==> src/inc/phy_cfg_pkg.sv <==
//////////////////////////////////////////////////////////////////////////////
// Purpose: constants for the port configuration and quick-status registers
// Assumes: 5-bit management register address, 16-bit register data
// Notes:   one port per instance
//////////////////////////////////////////////////////////////////////////////
package phy_cfg_pkg;

	// register addresses on the management register port
	localparam logic [4:0] CFG_ADDR   = 5'h10;
	localparam logic [4:0] STAT_ADDR  = 5'h11;

	// configuration bit positions
	localparam int CFG_FORCE_LINK  = 14;
	localparam int CFG_TX_DISABLE  = 13;
	localparam int CFG_SCR_BYPASS  = 12;
	localparam int CFG_JABBER_DIS  = 10;
	localparam int CFG_HEARTBEAT   = 9;
	localparam int CFG_LOOPBK_DIS  = 8;
	localparam int CFG_CRS_EXTEND  = 7;
	localparam int CFG_FIFO_DEEP   = 6;
	localparam int CFG_PREAMBLE    = 5;
	localparam int CFG_FEF_ENABLE  = 2;
	localparam int CFG_ALT_NP      = 1;
	localparam int CFG_FIBER       = 0;

	// reserved bits 15, 11, 4, 3 never store a one
	localparam logic [15:0] CFG_WRITE_MASK = 16'h77E7;
	// loopback disable, crs extend, far-end-fault enable set; media bit from strap
	localparam logic [15:0] CFG_RESET_VAL  = 16'h0184;

	// quick-status bit positions
	localparam int STAT_SPEED100   = 14;
	localparam int STAT_TX_ACT     = 13;
	localparam int STAT_RX_ACT     = 12;
	localparam int STAT_COLLISION  = 11;
	localparam int STAT_LINK       = 10;
	localparam int STAT_DUPLEX     = 9;
	localparam int STAT_AN_MODE    = 8;
	localparam int STAT_AN_DONE    = 7;
	localparam int STAT_POLARITY   = 5;
	localparam int STAT_PAUSE      = 4;
	localparam int STAT_ERROR      = 3;

	// elastic buffer sizing figures
	localparam int FIFO_SHORT_BYTES = 2048;
	localparam int FIFO_LONG_BYTES  = 10240;
	localparam int CLOCK_OFFSET_PPM = 450;

endpackage : phy_cfg_pkg

==> src/inc/port_status_if.sv <==
//////////////////////////////////////////////////////////////////////////////
// Purpose: live port state toward the quick-status collector
// Assumes: all signals on clk_sys
// Notes:   statusWord comes back registered
//////////////////////////////////////////////////////////////////////////////
interface port_status_if;
	logic        speed100Tp;
	logic        txActive;
	logic        rxActive;
	logic        collision;
	logic        linkPass;
	logic        fullDuplex;
	logic        anEnabled;
	logic        anComplete;
	logic        polarityReversed;
	logic        pauseCapable;
	logic        errorSeen;
	logic [15:0] statusWord;

	modport source (
		output speed100Tp, txActive, rxActive, collision, linkPass, fullDuplex,
		output anEnabled, anComplete, polarityReversed, pauseCapable, errorSeen,
		input  statusWord
	);
	modport collector (
		input  speed100Tp, txActive, rxActive, collision, linkPass, fullDuplex,
		input  anEnabled, anComplete, polarityReversed, pauseCapable, errorSeen,
		output statusWord
	);
endinterface : port_status_if

==> src/logic/quick_status_collect.sv <==
//////////////////////////////////////////////////////////////////////////////
// Purpose: assembles the read-only quick-status word each cycle
// Assumes: inputs are on clk_sys, no synchronisers needed
// Notes:   one cycle from port state to word
//////////////////////////////////////////////////////////////////////////////
module quick_status_collect (
	input  wire logic          clk_sys,
	input  wire logic          rst,
	input  wire logic          ce,
	port_status_if.collector   stat
);
	import phy_cfg_pkg::*;

	logic [15:0] word_d;
	logic [15:0] word_q;

	// reserved positions stay zero; nothing here is writable
	always_comb begin
		word_d                 = 16'h0000;
		word_d[STAT_SPEED100]  = stat.speed100Tp;
		word_d[STAT_TX_ACT]    = stat.txActive;
		word_d[STAT_RX_ACT]    = stat.rxActive;
		word_d[STAT_COLLISION] = stat.collision;
		word_d[STAT_LINK]      = stat.linkPass;
		word_d[STAT_DUPLEX]    = stat.fullDuplex;
		word_d[STAT_AN_MODE]   = stat.anEnabled;
		word_d[STAT_AN_DONE]   = stat.anComplete;
		word_d[STAT_POLARITY]  = stat.polarityReversed;
		word_d[STAT_PAUSE]     = stat.pauseCapable;
		word_d[STAT_ERROR]     = stat.errorSeen;
	end

	// register the word, frozen while ce is low
	always_ff @(posedge clk_sys) begin
		if (rst) begin
			word_q <= 16'h0000;
		end else if (ce) begin
			word_q <= word_d;
		end
	end

	assign stat.statusWord = word_q;

endmodule : quick_status_collect

==> src/logic/phy_port_config_quick_status.sv <==
//////////////////////////////////////////////////////////////////////////////
// Purpose: per-port configuration register and quick-status register
// Assumes: management register port on clk_sys; port state on clk_sys
// Notes:   media strap is a pin and is synchronised before use
//////////////////////////////////////////////////////////////////////////////
// Function
// - force-link-pass makes status and link indicator show link up
// - transmit-disable stops TP transmitter; jabber-disable stops 10M jabber check
// - scrambler-bypass skips scrambler and descrambler in 100M TP mode
// - heartbeat bit is stored and read back, with no effect
// - loopback-disable, default one, stops 10M half-duplex TP loopback
// - carrier-sense select, default one, holds carrier sense in 10M TP mode until rx valid drops
// - FIFO-size bit picks elastic depth for 2 KB or 10 KB packets
// - preamble-enable moves 10M receive-valid start from SFD to carrier sense
// - far-end-fault code is sent only while its enable, default one, is set
// - alternate-next-page bit enables alternate next-page handling
// - media bit one selects fiber, zero twisted pair
// - media bit loads strap level at reset: low gives zero
// - reserved configuration bits store zero and read zero
// - speed bit shows 100M twisted-pair operation
// - transmit and receive activity bits follow packet activity
// - collision bit follows live state; link bit follows live state or force-link-pass
// - duplex bit shows full duplex; negotiation bit shows auto mode
// - negotiation-complete bit mirrors the standard status complete bit
// - polarity bit shows reversed TP polarity
// - pause bit shows pause capability
// - error bit shows an occurred error such as remote fault
//////////////////////////////////////////////////////////////////////////////
module phy_port_config_quick_status (
	input  wire logic        clk_sys,
	input  wire logic        rst,
	input  wire logic        ce,
	input  wire logic        mediaSelectStrapPin,
	input  wire logic [4:0]  mgmtAddr,
	input  wire logic        mgmtWrite,
	input  wire logic        mgmtRead,
	input  wire logic [15:0] mgmtWrData,
	output logic      [15:0] mgmtRdData,
	output logic             mgmtRdValid,
	input  wire logic        speed100,
	input  wire logic        txActive,
	input  wire logic        rxActive,
	input  wire logic        collision,
	input  wire logic        linkUp,
	input  wire logic        fullDuplex,
	input  wire logic        anEnabled,
	input  wire logic        anComplete,
	input  wire logic        polarityReversed,
	input  wire logic        pauseCapable,
	input  wire logic        errorSeen,
	input  wire logic        rawCrs,
	input  wire logic        rxDataValid,
	input  wire logic        farEndFaultDetected,
	output logic             linkPass,
	output logic             tpTxEnable,
	output logic             scramblerBypassOn,
	output logic             jabberCheckOn,
	output logic             tpLoopbackOn,
	output logic             carrierSense,
	output logic             rxDvAtCrs,
	output logic             fifoDeep,
	output logic      [7:0]  elasticDepthBits,
	output logic             farEndFaultSend,
	output logic             altNextPageOn,
	output logic             fiberMode
);
	import phy_cfg_pkg::*;

	//////////////////////////////////////////////////////////////////////////
	// helpers

	// bits of slip a packet of this size can build at the clock offset
	function automatic logic [7:0] slipBits(input int bytes);
		longint prod;
		prod = longint'(bytes) * 64'd8 * 64'd2 * longint'(CLOCK_OFFSET_PPM);
		return 8'((prod + 64'd999999) / 64'd1000000);
	endfunction

	localparam logic [7:0] DEPTH_SHORT = slipBits(FIFO_SHORT_BYTES);
	localparam logic [7:0] DEPTH_LONG  = slipBits(FIFO_LONG_BYTES);

	//////////////////////////////////////////////////////////////////////////
	// strap synchroniser

	logic strapMeta_q;
	logic strapSync_q;

	// the pin is asynchronous; second stage is the only reader of the first
	always_ff @(posedge clk_sys) begin
		if (ce) begin
			strapMeta_q <= mediaSelectStrapPin;
			strapSync_q <= strapMeta_q;
		end
	end

	//////////////////////////////////////////////////////////////////////////
	// configuration register

	logic [15:0] cfg_d;
	logic [15:0] cfg_q;
	logic        cfgWrite;

	assign cfgWrite = mgmtWrite && (mgmtAddr == CFG_ADDR);

	// sync reset keeps loading the strap, so hold reset three edges or more
	always_comb begin
		cfg_d = cfg_q;
		if (rst) begin
			cfg_d             = CFG_RESET_VAL;
			cfg_d[CFG_FIBER]  = strapSync_q;
		end else if (cfgWrite) begin
			cfg_d = mgmtWrData & CFG_WRITE_MASK;
		end
	end

	// only the clock enable gates this; reset must still see ce high
	always_ff @(posedge clk_sys) begin
		if (ce) begin
			cfg_q <= cfg_d;
		end
	end

	//////////////////////////////////////////////////////////////////////////
	// quick-status collector

	port_status_if stat ();

	assign stat.speed100Tp       = speed100 && !cfg_q[CFG_FIBER];
	assign stat.txActive         = txActive;
	assign stat.rxActive         = rxActive;
	assign stat.collision        = collision;
	assign stat.linkPass         = linkUp || cfg_q[CFG_FORCE_LINK];
	assign stat.fullDuplex       = fullDuplex;
	assign stat.anEnabled        = anEnabled;
	assign stat.anComplete       = anComplete;
	assign stat.polarityReversed = polarityReversed;
	assign stat.pauseCapable     = pauseCapable;
	assign stat.errorSeen        = errorSeen;

	quick_status_collect u_collect (
		.clk_sys (clk_sys),
		.rst     (rst),
		.ce      (ce),
		.stat    (stat.collector)
	);

	//////////////////////////////////////////////////////////////////////////
	// register read path

	logic [15:0] rd_d;
	logic [15:0] rd_q;
	logic        rdv_d;
	logic        rdv_q;

	// unmapped addresses read zero; status writes fall through here unused
	always_comb begin
		rdv_d = mgmtRead;
		rd_d  = rd_q;
		if (mgmtRead) begin
			case (mgmtAddr)
				CFG_ADDR:  rd_d = cfg_q;
				STAT_ADDR: rd_d = stat.statusWord;
				default:   rd_d = 16'h0000;
			endcase
		end
	end

	always_ff @(posedge clk_sys) begin
		if (rst) begin
			rd_q  <= 16'h0000;
			rdv_q <= 1'b0;
		end else if (ce) begin
			rd_q  <= rd_d;
			rdv_q <= rdv_d;
		end
	end

	assign mgmtRdData  = rd_q;
	assign mgmtRdValid = rdv_q;

	//////////////////////////////////////////////////////////////////////////
	// port control outputs

	typedef struct packed {
		logic       linkPass;
		logic       tpTxEnable;
		logic       scrBypass;
		logic       jabberOn;
		logic       loopbackOn;
		logic       crs;
		logic       dvAtCrs;
		logic       fifoDeep;
		logic [7:0] depth;
		logic       fefSend;
		logic       altNp;
		logic       fiber;
	} ctrl_type;

	ctrl_type ctl_d;
	ctrl_type ctl_q;
	logic     tenMeg;

	// 10M means twisted pair at low speed; fiber is always 100M
	assign tenMeg = !speed100 && !cfg_q[CFG_FIBER];

	always_comb begin
		ctl_d            = ctl_q;
		ctl_d.linkPass   = linkUp || cfg_q[CFG_FORCE_LINK];
		ctl_d.tpTxEnable = !cfg_q[CFG_TX_DISABLE] && !cfg_q[CFG_FIBER];
		ctl_d.jabberOn   = !cfg_q[CFG_JABBER_DIS] && tenMeg;
		ctl_d.scrBypass  = cfg_q[CFG_SCR_BYPASS] && speed100
			&& !cfg_q[CFG_FIBER];
		ctl_d.loopbackOn = !cfg_q[CFG_LOOPBK_DIS] && tenMeg && !fullDuplex;
		// in 10M TP mode, extension keeps crs up while receive-valid is still high
		ctl_d.crs        = rawCrs || (cfg_q[CFG_CRS_EXTEND] && tenMeg
			&& rxDataValid);
		ctl_d.dvAtCrs    = cfg_q[CFG_PREAMBLE] && tenMeg;
		ctl_d.fifoDeep   = cfg_q[CFG_FIFO_DEEP];
		ctl_d.depth      = cfg_q[CFG_FIFO_DEEP] ? DEPTH_LONG : DEPTH_SHORT;
		ctl_d.fefSend    = cfg_q[CFG_FEF_ENABLE] && farEndFaultDetected;
		ctl_d.altNp      = cfg_q[CFG_ALT_NP];
		ctl_d.fiber      = cfg_q[CFG_FIBER];
	end

	// all zero in reset so nothing transmits before the config settles
	always_ff @(posedge clk_sys) begin
		if (rst) begin
			ctl_q <= '0;
		end else if (ce) begin
			ctl_q <= ctl_d;
		end
	end

	assign linkPass          = ctl_q.linkPass;
	assign tpTxEnable        = ctl_q.tpTxEnable;
	assign scramblerBypassOn = ctl_q.scrBypass;
	assign jabberCheckOn     = ctl_q.jabberOn;
	assign tpLoopbackOn      = ctl_q.loopbackOn;
	assign carrierSense      = ctl_q.crs;
	assign rxDvAtCrs         = ctl_q.dvAtCrs;
	assign fifoDeep          = ctl_q.fifoDeep;
	assign elasticDepthBits  = ctl_q.depth;
	assign farEndFaultSend   = ctl_q.fefSend;
	assign altNextPageOn     = ctl_q.altNp;
	assign fiberMode         = ctl_q.fiber;

	//////////////////////////////////////////////////////////////////////////
	// checks

	AST_FORCE_LINK: assert property (
		@(posedge clk_sys) disable iff (rst)
		(ce && cfg_q[CFG_FORCE_LINK]) |=> linkPass && stat.statusWord[STAT_LINK])
		else $error("forced link not reported as pass");

	AST_TX_DISABLE: assert property (
		@(posedge clk_sys) disable iff (rst)
		(ce && cfg_q[CFG_TX_DISABLE]) |=> !tpTxEnable)
		else $error("transmitter enabled while disabled");

	AST_SCR_BYPASS: assert property (
		@(posedge clk_sys) disable iff (rst)
		(ce && (cfg_q[CFG_SCR_BYPASS] && speed100 && !cfg_q[CFG_FIBER]))
		|=> scramblerBypassOn)
		else $error("scrambler bypass not applied");

	AST_LOOPBACK: assert property (
		@(posedge clk_sys) disable iff (rst)
		(ce && cfg_q[CFG_LOOPBK_DIS]) |=> !tpLoopbackOn)
		else $error("loopback active while disabled");

	AST_CRS_EXTEND: assert property (
		@(posedge clk_sys) disable iff (rst)
		(ce && cfg_q[CFG_CRS_EXTEND] && tenMeg && rxDataValid) |=> carrierSense)
		else $error("carrier sense dropped before receive valid");

	AST_RESERVED_ZERO: assert property (
		@(posedge clk_sys) disable iff (rst)
		(cfg_q & ~CFG_WRITE_MASK) == 16'h0000)
		else $error("reserved config bit holds a one");

	AST_WRITE_BACK: assert property (
		@(posedge clk_sys) disable iff (rst)
		(ce && cfgWrite) |=> cfg_q == ($past(mgmtWrData) & CFG_WRITE_MASK))
		else $error("config write not stored");

	// strap flops start unknown, so only judge once reset has filled the synchroniser
	AST_STRAP_LOAD: assert property (
		@(posedge clk_sys)
		(ce && rst && $past(rst) && $past(rst, 2))
		|=> cfg_q[CFG_FIBER] == $past(strapSync_q))
		else $error("media bit not loaded from strap");

	AST_STAT_READ: assert property (
		@(posedge clk_sys) disable iff (rst)
		(ce && mgmtRead && mgmtAddr == STAT_ADDR)
		|=> mgmtRdValid && (mgmtRdData & 16'h8047) == 16'h0000)
		else $error("status reserved bits not zero");

	AST_FEF_GATE: assert property (
		@(posedge clk_sys) disable iff (rst)
		(ce && !cfg_q[CFG_FEF_ENABLE]) |=> !farEndFaultSend)
		else $error("far-end fault sent while disabled");

endmodule : phy_port_config_quick_status

==> config.mk <==
export PLATFORM = sky130hd
export DESIGN_NAME = phy_port_config_quick_status
export DESIGN_NICKNAME = d
export VERILOG_FILES = /design/src/inc/phy_cfg_pkg.sv /design/src/inc/port_status_if.sv /design/src/logic/quick_status_collect.sv /design/src/logic/phy_port_config_quick_status.sv
export SDC_FILE = /design/constraint.sdc
export NUM_CORES = 1
export LEC_CHECK = 0
export ABC_AREA = 0
export BUFFER_PORTS_ARGS = -buffer_cell sky130_fd_sc_hd__buf_2
export CORE_ASPECT_RATIO = 0.8
export CORE_MARGIN = 1
export CORE_UTILIZATION = 45
export CTS_BUF_LIST = sky130_fd_sc_hd__clkbuf_2 sky130_fd_sc_hd__clkbuf_4 sky130_fd_sc_hd__clkbuf_8
export CTS_CLUSTER_SIZE = 24
export DETAILED_ROUTE_END_ITERATION = 10
export PLACE_DENSITY = 0.77
export SLEW_MARGIN = 15
export SYNTH_ARGS = -nofsm -noshare
export SYNTH_HDL_FRONTEND = slang
export SYNTH_SLANG_ARGS = --single-unit
==> constraint.sdc <==
create_clock -name clk_sys -period 1.6 [get_ports clk_sys]
set_input_delay 0.24 -clock clk_sys [delete_from_list [all_inputs] [get_ports clk_sys]]
set_output_delay 0.24 -clock clk_sys [all_outputs]
set_load 0.01 [all_outputs]
==> results of run 1 <==
-- worst max-delay path: stages (launching register included) --
cell	delay (ps)
edfxtp_1	530
nor4_1	340
mux2i_1	120
nor2_1	90
-- routing by layer --
layer  vias up  global-route usage [%]  routed length, um
met4         0                    6.14                 57
met3         5                    7.54                300
met1       779                    26.0               2120
li1        823                       -                  -
met5         -                       0                  0
met2        54                    31.7               2210
-- Yosys cell counts, drive strengths merged --
library cell | instances | share of area, %
and2 | 1 | 0.29
conb | 1 | 0.18
or2 | 3 | 0.88
nand3 | 10 | 2.4
nor4 | 1 | 0.29
mux2 | 9 | 4.8
nor4b | 1 | 1.1
nand4 | 7 | 2.1
dfxtp | 39 | 37
nor2b | 11 | 3.2
a31oi | 3 | 0.88
inv | 2 | 0.35
edfxtp | 14 | 20
a211oi | 2 | 0.71
a21oi | 18 | 4.2
buf | 13 | 4.3
nor3 | 1 | 0.24
nand2b | 3 | 0.88
clkbuf | 8 | 1.4
nor2 | 25 | 4.4
nand2 | 16 | 2.8
mux2i | 17 | 8.0
-- flip-flops by register name (all words and copies together), names as in the netlist, 3 cells and up --
register                   cells
elasticDepthBits               3
cfg_q                         12
u_collect.stat.statusWord     11
mgmtRdData                    15
-- power groups by stage --
stage          clock network [uW]  logic [uW]  registers, uW
2_1_floorplan                   0         162           1500
3_3_place_gp                    0         265           1500
3_5_place_dp                    0         272           1500
4_1_cts                       909         274           1470
5_1_grt                       980         298           1480
6_report                      906         272           1470
-- area by class of cell --
| type | instances | share of cell area (%) |
|---|---|---|
| timing repair buffer | 77 | 16.1 |
| tap | 57 | 2.72 |
| clock inverter | 2 | 1.29 |
| sequential | 53 | 45.9 |
| clock buffer | 6 | 2.91 |
| multi-input combinational | 132 | 30.9 |
| inverter | 2 | 0.287 |
-- cell families after synthesis --
group	Yosys count	share of synthesized area [%]
AO/OA/AOI/OAI	23	5.83
multiplexers	26	12.8
AND/OR/NAND/NOR	79	18.6
flip-flops	53	56.5
other	1	0.177
buffers and inverters	23	6.07
-- worst max-delay path by stage --
| stage | to | depth (start not counted) |
|---|---|---|
| 2_1_floorplan | cfg_q[0] | 3 |
| 3_3_place_gp | cfg_q[14] | 5 |
| 3_5_place_dp | cfg_q[14] | 5 |
| 4_1_cts | tpLoopbackOn | 3 |
| 5_1_grt | carrierSense | 3 |
| 6_report | tpLoopbackOn | 3 |
-- metrics by stage --
step	cells	hold slack [ps]	worst slack, ps	total power (uW)
after floorplan	208	339	66.0	1660
after global placement	321	414	195	1760
after detailed placement	321	406	150	1770
after CTS	329	107	438	2650
after global routing	329	97.9	399	2750
final	329	111	464	2650
==> results.md, run 1 <==
- Status: finished clean
- Switching share of power: 22.8%
- Clock root buffer: clkbuf_8
- DRC viols: 0
- Most frequent cells in the layout: buf_2 (68), dfxtp_1 (39), nor2_1 (25), a21oi_1 (18), mux2i_1 (17)
- Post-DR vias/cell: 5.05
- Die ar.: 0.00500 mm2
- Total net switching power: 603 uW
- Worst Max-Slew Pin Slew: 582 ps
- IO Port Bufs: 68
- Overall Global Routing Usage: 20.3%
- Clock sink total: 53
- Leak: 0.00116 uW
- Comb power frac: 10.3%
- Critical Path Start: cfg_q[0]
- Seq pwr share: 55.5%
- Starting Density: 48.7%
- Clk slew on worst S/H paths: 90 ps
- Multi-input combinational cell area: 808 um2
- Antenna viol nets, final: 0
- Critical path startpoint category: flop
- Fin area: 0.00262 mm2
- Critical path class: flop to flop
- Clock share of power: 34.3%
- Grt ovf: 0
- Final #Nets: 312
- RePlAce Congestion: 0.757
- Reg2reg setup slack: 460 ps
- Seq. cell area: 0.00120 mm2
- Synth Warn #: 0
- Routed vias: 1,661
- HPWL Detailed: 3410 um
- Area growth, synth to finish: 23.3%
- Max-slew violation count: 0
- Cell Rows: 21
- Register area share after synthesis: 56.5%
- Worst reg2reg path depth: 3
- Req. time, crit path: 1860 ps
- Worst VDD drop: 530 uV
- Post-Route WL: 4680 um
- Final min period: 1140 ps
- Post-synthesis register bit count: 53
- Period utilisation layout: 71.0%
- Setup tns final: 0 ps
- Fmax achieved: 0.880 GHz
- Syn_area_per_cell: 10.4 um2
- Core footprint: 0.00436 mm2
- Worst Path Max Fanout: 7
- Hold depth: 1
- Vias in the first global route: 1,551
- RSZ-0062 raised after global routing: false
- Diode count: 0
- Antenna violations before repair: 0
- R2r endpoint: tpLoopbackOn
- Endpoints failing setup: 0
- Cts hold-fix bufs: 0
- Crit path DAT: 1390 ps
- Commonest non-fill, non-tap cell in the layout: buf_2
- Hold endpoint: strapMeta_q
- First-pass GRT wire length: 7470 um
- Crit. End Element: flop
- Max-slew headroom: 61.2%
- Mapped Cells: 205
- Filler instances: 400
- Post-CTS Setup Inserts: 0
- Min-Delay Startpoint: mediaSelectStrapPin
- Post-Syn Area: 0.00212 mm2
- Worst Skew: 7.69 ps
- Final core occ: 60.0%
- Reg-to-Reg Start: cfg_q[0]
- Die Wd: 78.8 um
- Num ports: 77
- TritonCTS clock tree: yes
- Die Span Y: 63.5 um
- Pint: 2040 uW
- Worst-Skew Late Latency: 310 ps
- Hold WC Path Type: input pin to flop
- CTS max path bufs: 2
- Max-cap viol count: 0
- Power per cell area: 1010 mW/mm2
- CTS Buf Count: 5
- DRT Pass-1 Iters: 4
- DRT iter0 DRCs: 85
- Largest net degree at the start of global routing: 20
- WL per Instance: 14.2 um
- Layout cells sized above 1: 36.0%
- H-tree levels: 2
- Synth unique cells: 24
- Area after DPL: 0.00251 mm2
- Post-CTS Resized: 0
- Final Hold Fails: 0
Power figures use the tool's default switching activity.
==> run 2, diff against run 1 <==
==> constraint.sdc (replaced) <==
create_clock -name clk_sys -period 0.95 [get_ports clk_sys]
set_input_delay 0.1425 -clock clk_sys [delete_from_list [all_inputs] [get_ports clk_sys]]
set_output_delay 0.1425 -clock clk_sys [all_outputs]
set_load 0.01 [all_outputs]
==> results.md, run 2 (synthesis results as in run 1) <==
- Status: complete, but fails checks (was finished clean)
- Failing checks: setup timing
- Final Hold Fails: 0 (unchanged)
- IO Port Bufs: 68 (unchanged)
- Largest net degree at the start of global routing: 23 (was 20)
- Clock sink total: 53 (unchanged)
- H-tree levels: 2 (unchanged)
- Max-slew violation count: 0 (unchanged)
- Clock root buffer: clkbuf_8 (unchanged)
- CTS max path bufs: 2 (unchanged)
- Seq pwr share: 56.6% (was 55.5%)
- Req. time, crit path: 1150 ps (was 1860 ps)
- Total net switching power: 1000 uW (was 603 uW)
- Endpoints failing setup: 20 (was 0)
- Overall Global Routing Usage: 19.6% (was 20.3%)
- Die ar.: 0.00500 mm2 (unchanged)
- Seq. cell area: 0.00122 mm2 (was 0.00120 mm2)
- Period utilisation layout: 115% (was 71.0%)
- RSZ-0062 raised after global routing: true (was false)
- Fmax achieved: 0.912 GHz (was 0.880 GHz)
- Post-DR vias/cell: 5.06 (was 5.05)
- Worst Path Max Fanout: 4 (was 7)
- Clock share of power: 30.3% (was 34.3%)
- Reg-to-Reg Start: cfg_q[0] (unchanged)
- Crit. End Element: flop (unchanged)
- CTS Buf Count: 5 (unchanged)
- Most frequent cells in the layout: buf_2 (64), nor2_1 (23), dfxtp_1 (23), mux2i_1 (17), buf_4 (17) (was buf_2 (68), dfxtp_1 (39), nor2_1 (25), a21oi_1 (18), mux2i_1 (17))
- Die Span Y: 63.5 um (unchanged)
- Final #Nets: 325 (was 312)
- Cell Rows: 21 (unchanged)
- Critical Path Start: cfg_q[0] (unchanged)
- Number of flip-flops in the largest register: 15 (unchanged)
- RePlAce Congestion: 0.755 (was 0.757)
- Fin area: 0.00289 mm2 (was 0.00262 mm2)
- Max-cap viol count: 0 (unchanged)
- Worst reg2reg path depth: 4 (was 3)
- Critical path capture point: fiberMode (was tpLoopbackOn)
- Worst Skew: 5.56 ps (was 7.69 ps)
- Multi-input combinational cell area: 912 um2 (was 808 um2)
- Filler instances: 367 (was 400)
- Pint: 3380 uW (was 2040 uW)
- Hold WC Path Type: input pin to flop (unchanged)
- Post-route setup slack: -146 ps (was 464 ps)
- Worst-Skew Late Latency: 300 ps (was 310 ps)
- Area after DPL: 0.00267 mm2 (was 0.00251 mm2)
- Antenna violations before repair: 0 (unchanged)
- Worst VDD drop: 974 uV (was 530 uV)
- Critical path class: flop to flop (unchanged)
- Switching share of power: 22.9% (was 22.8%)
- Clk slew on worst S/H paths: 80 ps (was 90 ps)
- Vias in the first global route: 1,613 (was 1,551)
- Reg2reg setup slack: -150 ps (was 460 ps)
- Dpl ws: -365 ps (was 150 ps)
- Diode count: 0 (unchanged)
- Num ports: 77 (unchanged)
- Comb power frac: 13.1% (was 10.3%)
- Commonest non-fill, non-tap cell in the layout: buf_2 (unchanged)
- R2r endpoint: fiberMode (was tpLoopbackOn)
- Antenna viol nets, final: 0 (unchanged)
- WHS: 70.8 ps (was 111 ps)
- Critical path startpoint category: flop (unchanged)
- Final min period: 1100 ps (was 1140 ps)
- First-pass GRT wire length: 7410 um (was 7470 um)
- WL per Instance: 13.6 um (was 14.2 um)
- Crit path DAT: 1300 ps (was 1390 ps)
- TritonCTS clock tree: yes (unchanged)
- Grt ovf: 0 (unchanged)
- Starting Density: 48.7% (unchanged)
- Final core occ: 66.3% (was 60.0%)
- DRT iter0 DRCs: 72 (was 85)
- HPWL Detailed: 3320 um (was 3410 um)
- DRC viols: 0 (unchanged)
- Area growth, synth to finish: 36.2% (was 23.3%)
- DRT Pass-1 Iters: 4 (unchanged)
- Layout cells sized above 1: 50.2% (was 36.0%)
- Core footprint: 0.00436 mm2 (unchanged)
- Routed vias: 1,731 (was 1,661)
- Die Wd: 78.8 um (unchanged)
- Power per cell area: 1510 mW/mm2 (was 1010 mW/mm2)
- Post-Route WL: 4660 um (was 4680 um)
- Leak: 0.00128 uW (was 0.00116 uW)
run 2: layer usage:
layer	vias to the layer above	wire length, um	track usage, %
li1	854	-	-
met1	796	2120	25.8
met2	73	2200	31.0
met3	8	296	5.51
met4	0	49	6.36
met5	-	0	0
run 2: timing repair:
item	CTS	global route
hold buffers	0	1
setup endpoints to repair	20	44
gates resized for setup	8	24
gates cloned	0	0
setup buffers	0	5
pin swaps	5	4
endpoints found under the hold margin	0	1
run 2: through the flow:
| stage | TNS, ps | power, uW | instances |
|---|---|---|---|
| finish | -774 | 4380 | 342 |
| global route | -1740 | 4570 | 342 |
| floorplan | -4890 | 2830 | 208 |
| CTS | -476 | 4390 | 337 |
| detailed placement | -8060 | 3050 | 329 |
| global placement | -6940 | 3040 | 329 |
run 2: layout make-up:
type | instances | share of cell area (%)
Tap cell | 57 | 2.47
Clock buffer | 8 | 3.37
Multi-Input combinational cell | 132 | 31.5
Timing Repair Buffer | 90 | 20.2
Inverter | 2 | 0.260
Sequential cell | 53 | 42.2
run 2: critical path: stages (launching register included):
cell	delay, ps
edfxtp_1	480
buf_4	200
buf_4	130
mux2i_1	140
nor2_1	50
run 2: worst min-delay path by stage:
stage | start | to | slack (ps) | cells after the start
2_1_floorplan | mediaSelectStrapPin | strapMeta_q | 240 | 0
3_3_place_gp | mediaSelectStrapPin | strapMeta_q | 320 | 1
3_5_place_dp | mediaSelectStrapPin | strapMeta_q | 320 | 1
4_1_cts | mediaSelectStrapPin | strapMeta_q | 1 | 1
5_1_grt | anComplete | u_collect.stat.statusWord[7] | 80 | 3
6_report | collision | u_collect.stat.statusWord[11] | 70 | 3
run 2: power by group through the flow:
stage / sequential (uW) / clock, uW / combinational (uW)
finish: 2480 / 1330 / 574
floorplan: 2530 / 0 / 309
CTS: 2470 / 1380 / 536
global placement: 2520 / 0 / 515
global route: 2490 / 1450 / 626
detailed placement: 2520 / 0 / 524
==> run 3, diff against run 2 <==
--- a/config.mk
+++ b/config.mk
@@ -9,11 +9,11 @@
 export BUFFER_PORTS_ARGS = -buffer_cell sky130_fd_sc_hd__buf_2
 export CORE_ASPECT_RATIO = 0.8
 export CORE_MARGIN = 1
-export CORE_UTILIZATION = 45
+export CORE_UTILIZATION = 46
 export CTS_BUF_LIST = sky130_fd_sc_hd__clkbuf_2 sky130_fd_sc_hd__clkbuf_4 sky130_fd_sc_hd__clkbuf_8
 export CTS_CLUSTER_SIZE = 24
 export DETAILED_ROUTE_END_ITERATION = 10
-export PLACE_DENSITY = 0.77
+export PLACE_DENSITY = 0.78
 export SLEW_MARGIN = 15
 export SYNTH_ARGS = -nofsm -noshare
 export SYNTH_HDL_FRONTEND = slang
==> results.md, run 3 (synthesis results as in run 1) <==
- Post-Route WL: 4800 um (was 4660 um)
- Commonest non-fill, non-tap cell in the layout: buf_2 (unchanged)
- Die Span Y: 62.8 um (was 63.5 um)
- Final core occ: 68.7% (was 66.3%)
- Final #Nets: 329 (was 325)
- Num ports: 77 (unchanged)
- Hold depth: 3 (unchanged)
- Worst VDD drop: 1100 uV (was 974 uV)
- Die Wd: 78.0 um (was 78.8 um)
- Post-DR vias/cell: 5.03 (was 5.06)
- Fin area: 0.00296 mm2 (was 0.00289 mm2)
- Worst Path Max Fanout: 6 (was 4)
- Endpoints failing setup: 18 (was 20)
- Comb power frac: 13.6% (was 13.1%)
- Grt ovf: 0 (unchanged)
- Fmax achieved: 0.954 GHz (was 0.912 GHz)
- Worst reg2reg path depth: 3 (was 4)
- Status: complete, but fails checks (unchanged)
- Clock root buffer: clkbuf_8 (unchanged)
- Failing checks: setup timing (unchanged)
- Area after DPL: 0.00268 mm2 (was 0.00267 mm2)
- Max-cap viol count: 0 (unchanged)
- Core footprint: 0.00431 mm2 (was 0.00436 mm2)
- Cell family with most CP delay: flip-flops (unchanged)
- DRT iter0 DRCs: 99 (was 72)
- Cell Rows: 21 (unchanged)
- Area growth, synth to finish: 39.3% (was 36.2%)
- DRT Pass-1 Iters: 4 (unchanged)
- Post-route setup slack: -98.4 ps (was -146 ps)
- Buf/Inv on CP: 0 (was 2)
- Crit. End Element: flop (unchanged)
- Period utilisation layout: 110% (was 115%)
- Total Power: 4310 uW (was 4380 uW)
- H-tree levels: 2 (unchanged)
- Clock share of power: 28.8% (was 30.3%)
- Vias in the first global route: 1,626 (was 1,613)
- Critical-path cell list: nor2_2 -> a31oi_1 -> a211oi_1 (was buf_4 -> buf_4 -> mux2i_1 -> nor2_1)
- TritonCTS clock tree: yes (unchanged)
- First-pass GRT wire length: 7730 um (was 7410 um)
- WHS: 66.0 ps (was 70.8 ps)
- Worst Skew: 3.86 ps (was 5.56 ps)
- Max incr delay on CP: 510 ps (was 480 ps)
- Req. time, crit path: 1180 ps (was 1150 ps)
- Final Hold Fails: 0 (unchanged)
- Clock sink total: 53 (unchanged)
- Critical path depth: 3 (was 4)
- Number of flip-flops in the largest register: 15 (unchanged)
- WL per Instance: 13.9 um (was 13.6 um)
- Most frequent cells in the layout: buf_2 (58), nor2_1 (24), dfxtp_2 (23), buf_4 (19), mux2i_1 (17) (was buf_2 (64), nor2_1 (23), dfxtp_1 (23), mux2i_1 (17), buf_4 (17))
- HPWL Detailed: 3440 um (was 3320 um)
- CTS Buf Count: 5 (unchanged)
- Die ar.: 0.00490 mm2 (was 0.00500 mm2)
- Overall Global Routing Usage: 20.9% (was 19.6%)
- Final min period: 1050 ps (was 1100 ps)
- Crit path DAT: 1280 ps (was 1300 ps)
- Antenna viol nets, final: 0 (unchanged)
- RePlAce Congestion: 0.794 (was 0.755)
- Hold WC Path Type: input pin to flop (unchanged)
- Critical path class: flop to flop (unchanged)
- Critical path startpoint category: flop (unchanged)
- Leak: 0.00130 uW (was 0.00128 uW)
- RSZ-0062 raised after global routing: true (unchanged)
- Worst-Skew Late Latency: 310 ps (was 300 ps)
- Largest net degree at the start of global routing: 25 (was 23)
- Switching share of power: 24.0% (was 22.9%)
- DRC viols: 0 (unchanged)
- Pint: 3280 uW (was 3380 uW)
- Antenna violations before repair: 0 (unchanged)
- Layout cells sized above 1: 52.6% (was 50.2%)
- Diode count: 0 (unchanged)
- Routed vias: 1,742 (was 1,731)
- Starting Density: 49.3% (was 48.7%)
- IO Port Bufs: 68 (unchanged)
- Power per cell area: 1460 mW/mm2 (was 1510 mW/mm2)
- Clk slew on worst S/H paths: 90 ps (was 80 ps)
- CTS max path bufs: 2 (unchanged)
- Critical Path Slowest Stage Cell: edfxtp_1 (unchanged)
- Seq pwr share: 57.6% (was 56.6%)
- DP Cell Count: 329 (unchanged)
- Non-Filler Instances: 346 (was 342)
- Max-slew violation count: 0 (unchanged)
- Total net switching power: 1030 uW (was 1000 uW)
[run 3: path summary, 6_finish.rpt]
path                                  start                            to  slack (ps)
worst min register to register  strapMeta_q                   strapSync_q         430
worst max-delay path               cfg_q[0]                  carrierSense        -100
worst min-delay path             anComplete  u_collect.stat.statusWord[7]          70
worst max register to register     cfg_q[0]                  carrierSense        -100
[run 3: what timing repair did]
item,in CTS,in global routing
hold buffers,1,0
pin swaps,2,6
hold endpoints to repair,1,0
endpoints found under the setup margin,23,50
buffers inserted,1,7
resized for setup,7,35
[run 3: metal layers]
layer | up-vias | share of wire (%) | track usage, %
li1 | 857 | - | -
met1 | 806 | 46 | 29.1
met2 | 71 | 46 | 31.3
met3 | 8 | 6.6 | 4.67
met4 | 0 | 1.8 | 9.03
met5 | - | 0 | 0
[run 3: through the flow]
stage               setup slack, ps  TNS [ps]
floorplan                      -370     -4890
global placement               -324     -6580
detailed placement             -389     -8610
CTS                            -108      -744
global route                   -156     -1930
finish                        -98.4      -830
[run 3: area by class of cell]
type	count	area, um2
tap	57	71.3
fill	338	1350
multi-input combinational	132	897
sequential	53	1230
clock inverter	2	10.0
inverter	2	7.51
clock buffer	6	76.3
timing repair buffer	94	667
[run 3: power by group through the flow]
stage	Sequential [uW]	Combinational [uW]	Clock, uW
finish	2480	586	1240
global route	2500	634	1370
CTS	2470	546	1270
detailed placement	2520	530	0
global placement	2520	521	0
floorplan	2530	309	0
[run 3: worst min-delay path, stage by stage]
cell and delay [ps]:
buf_2 80, mux2i_1 60, nor2_1 70
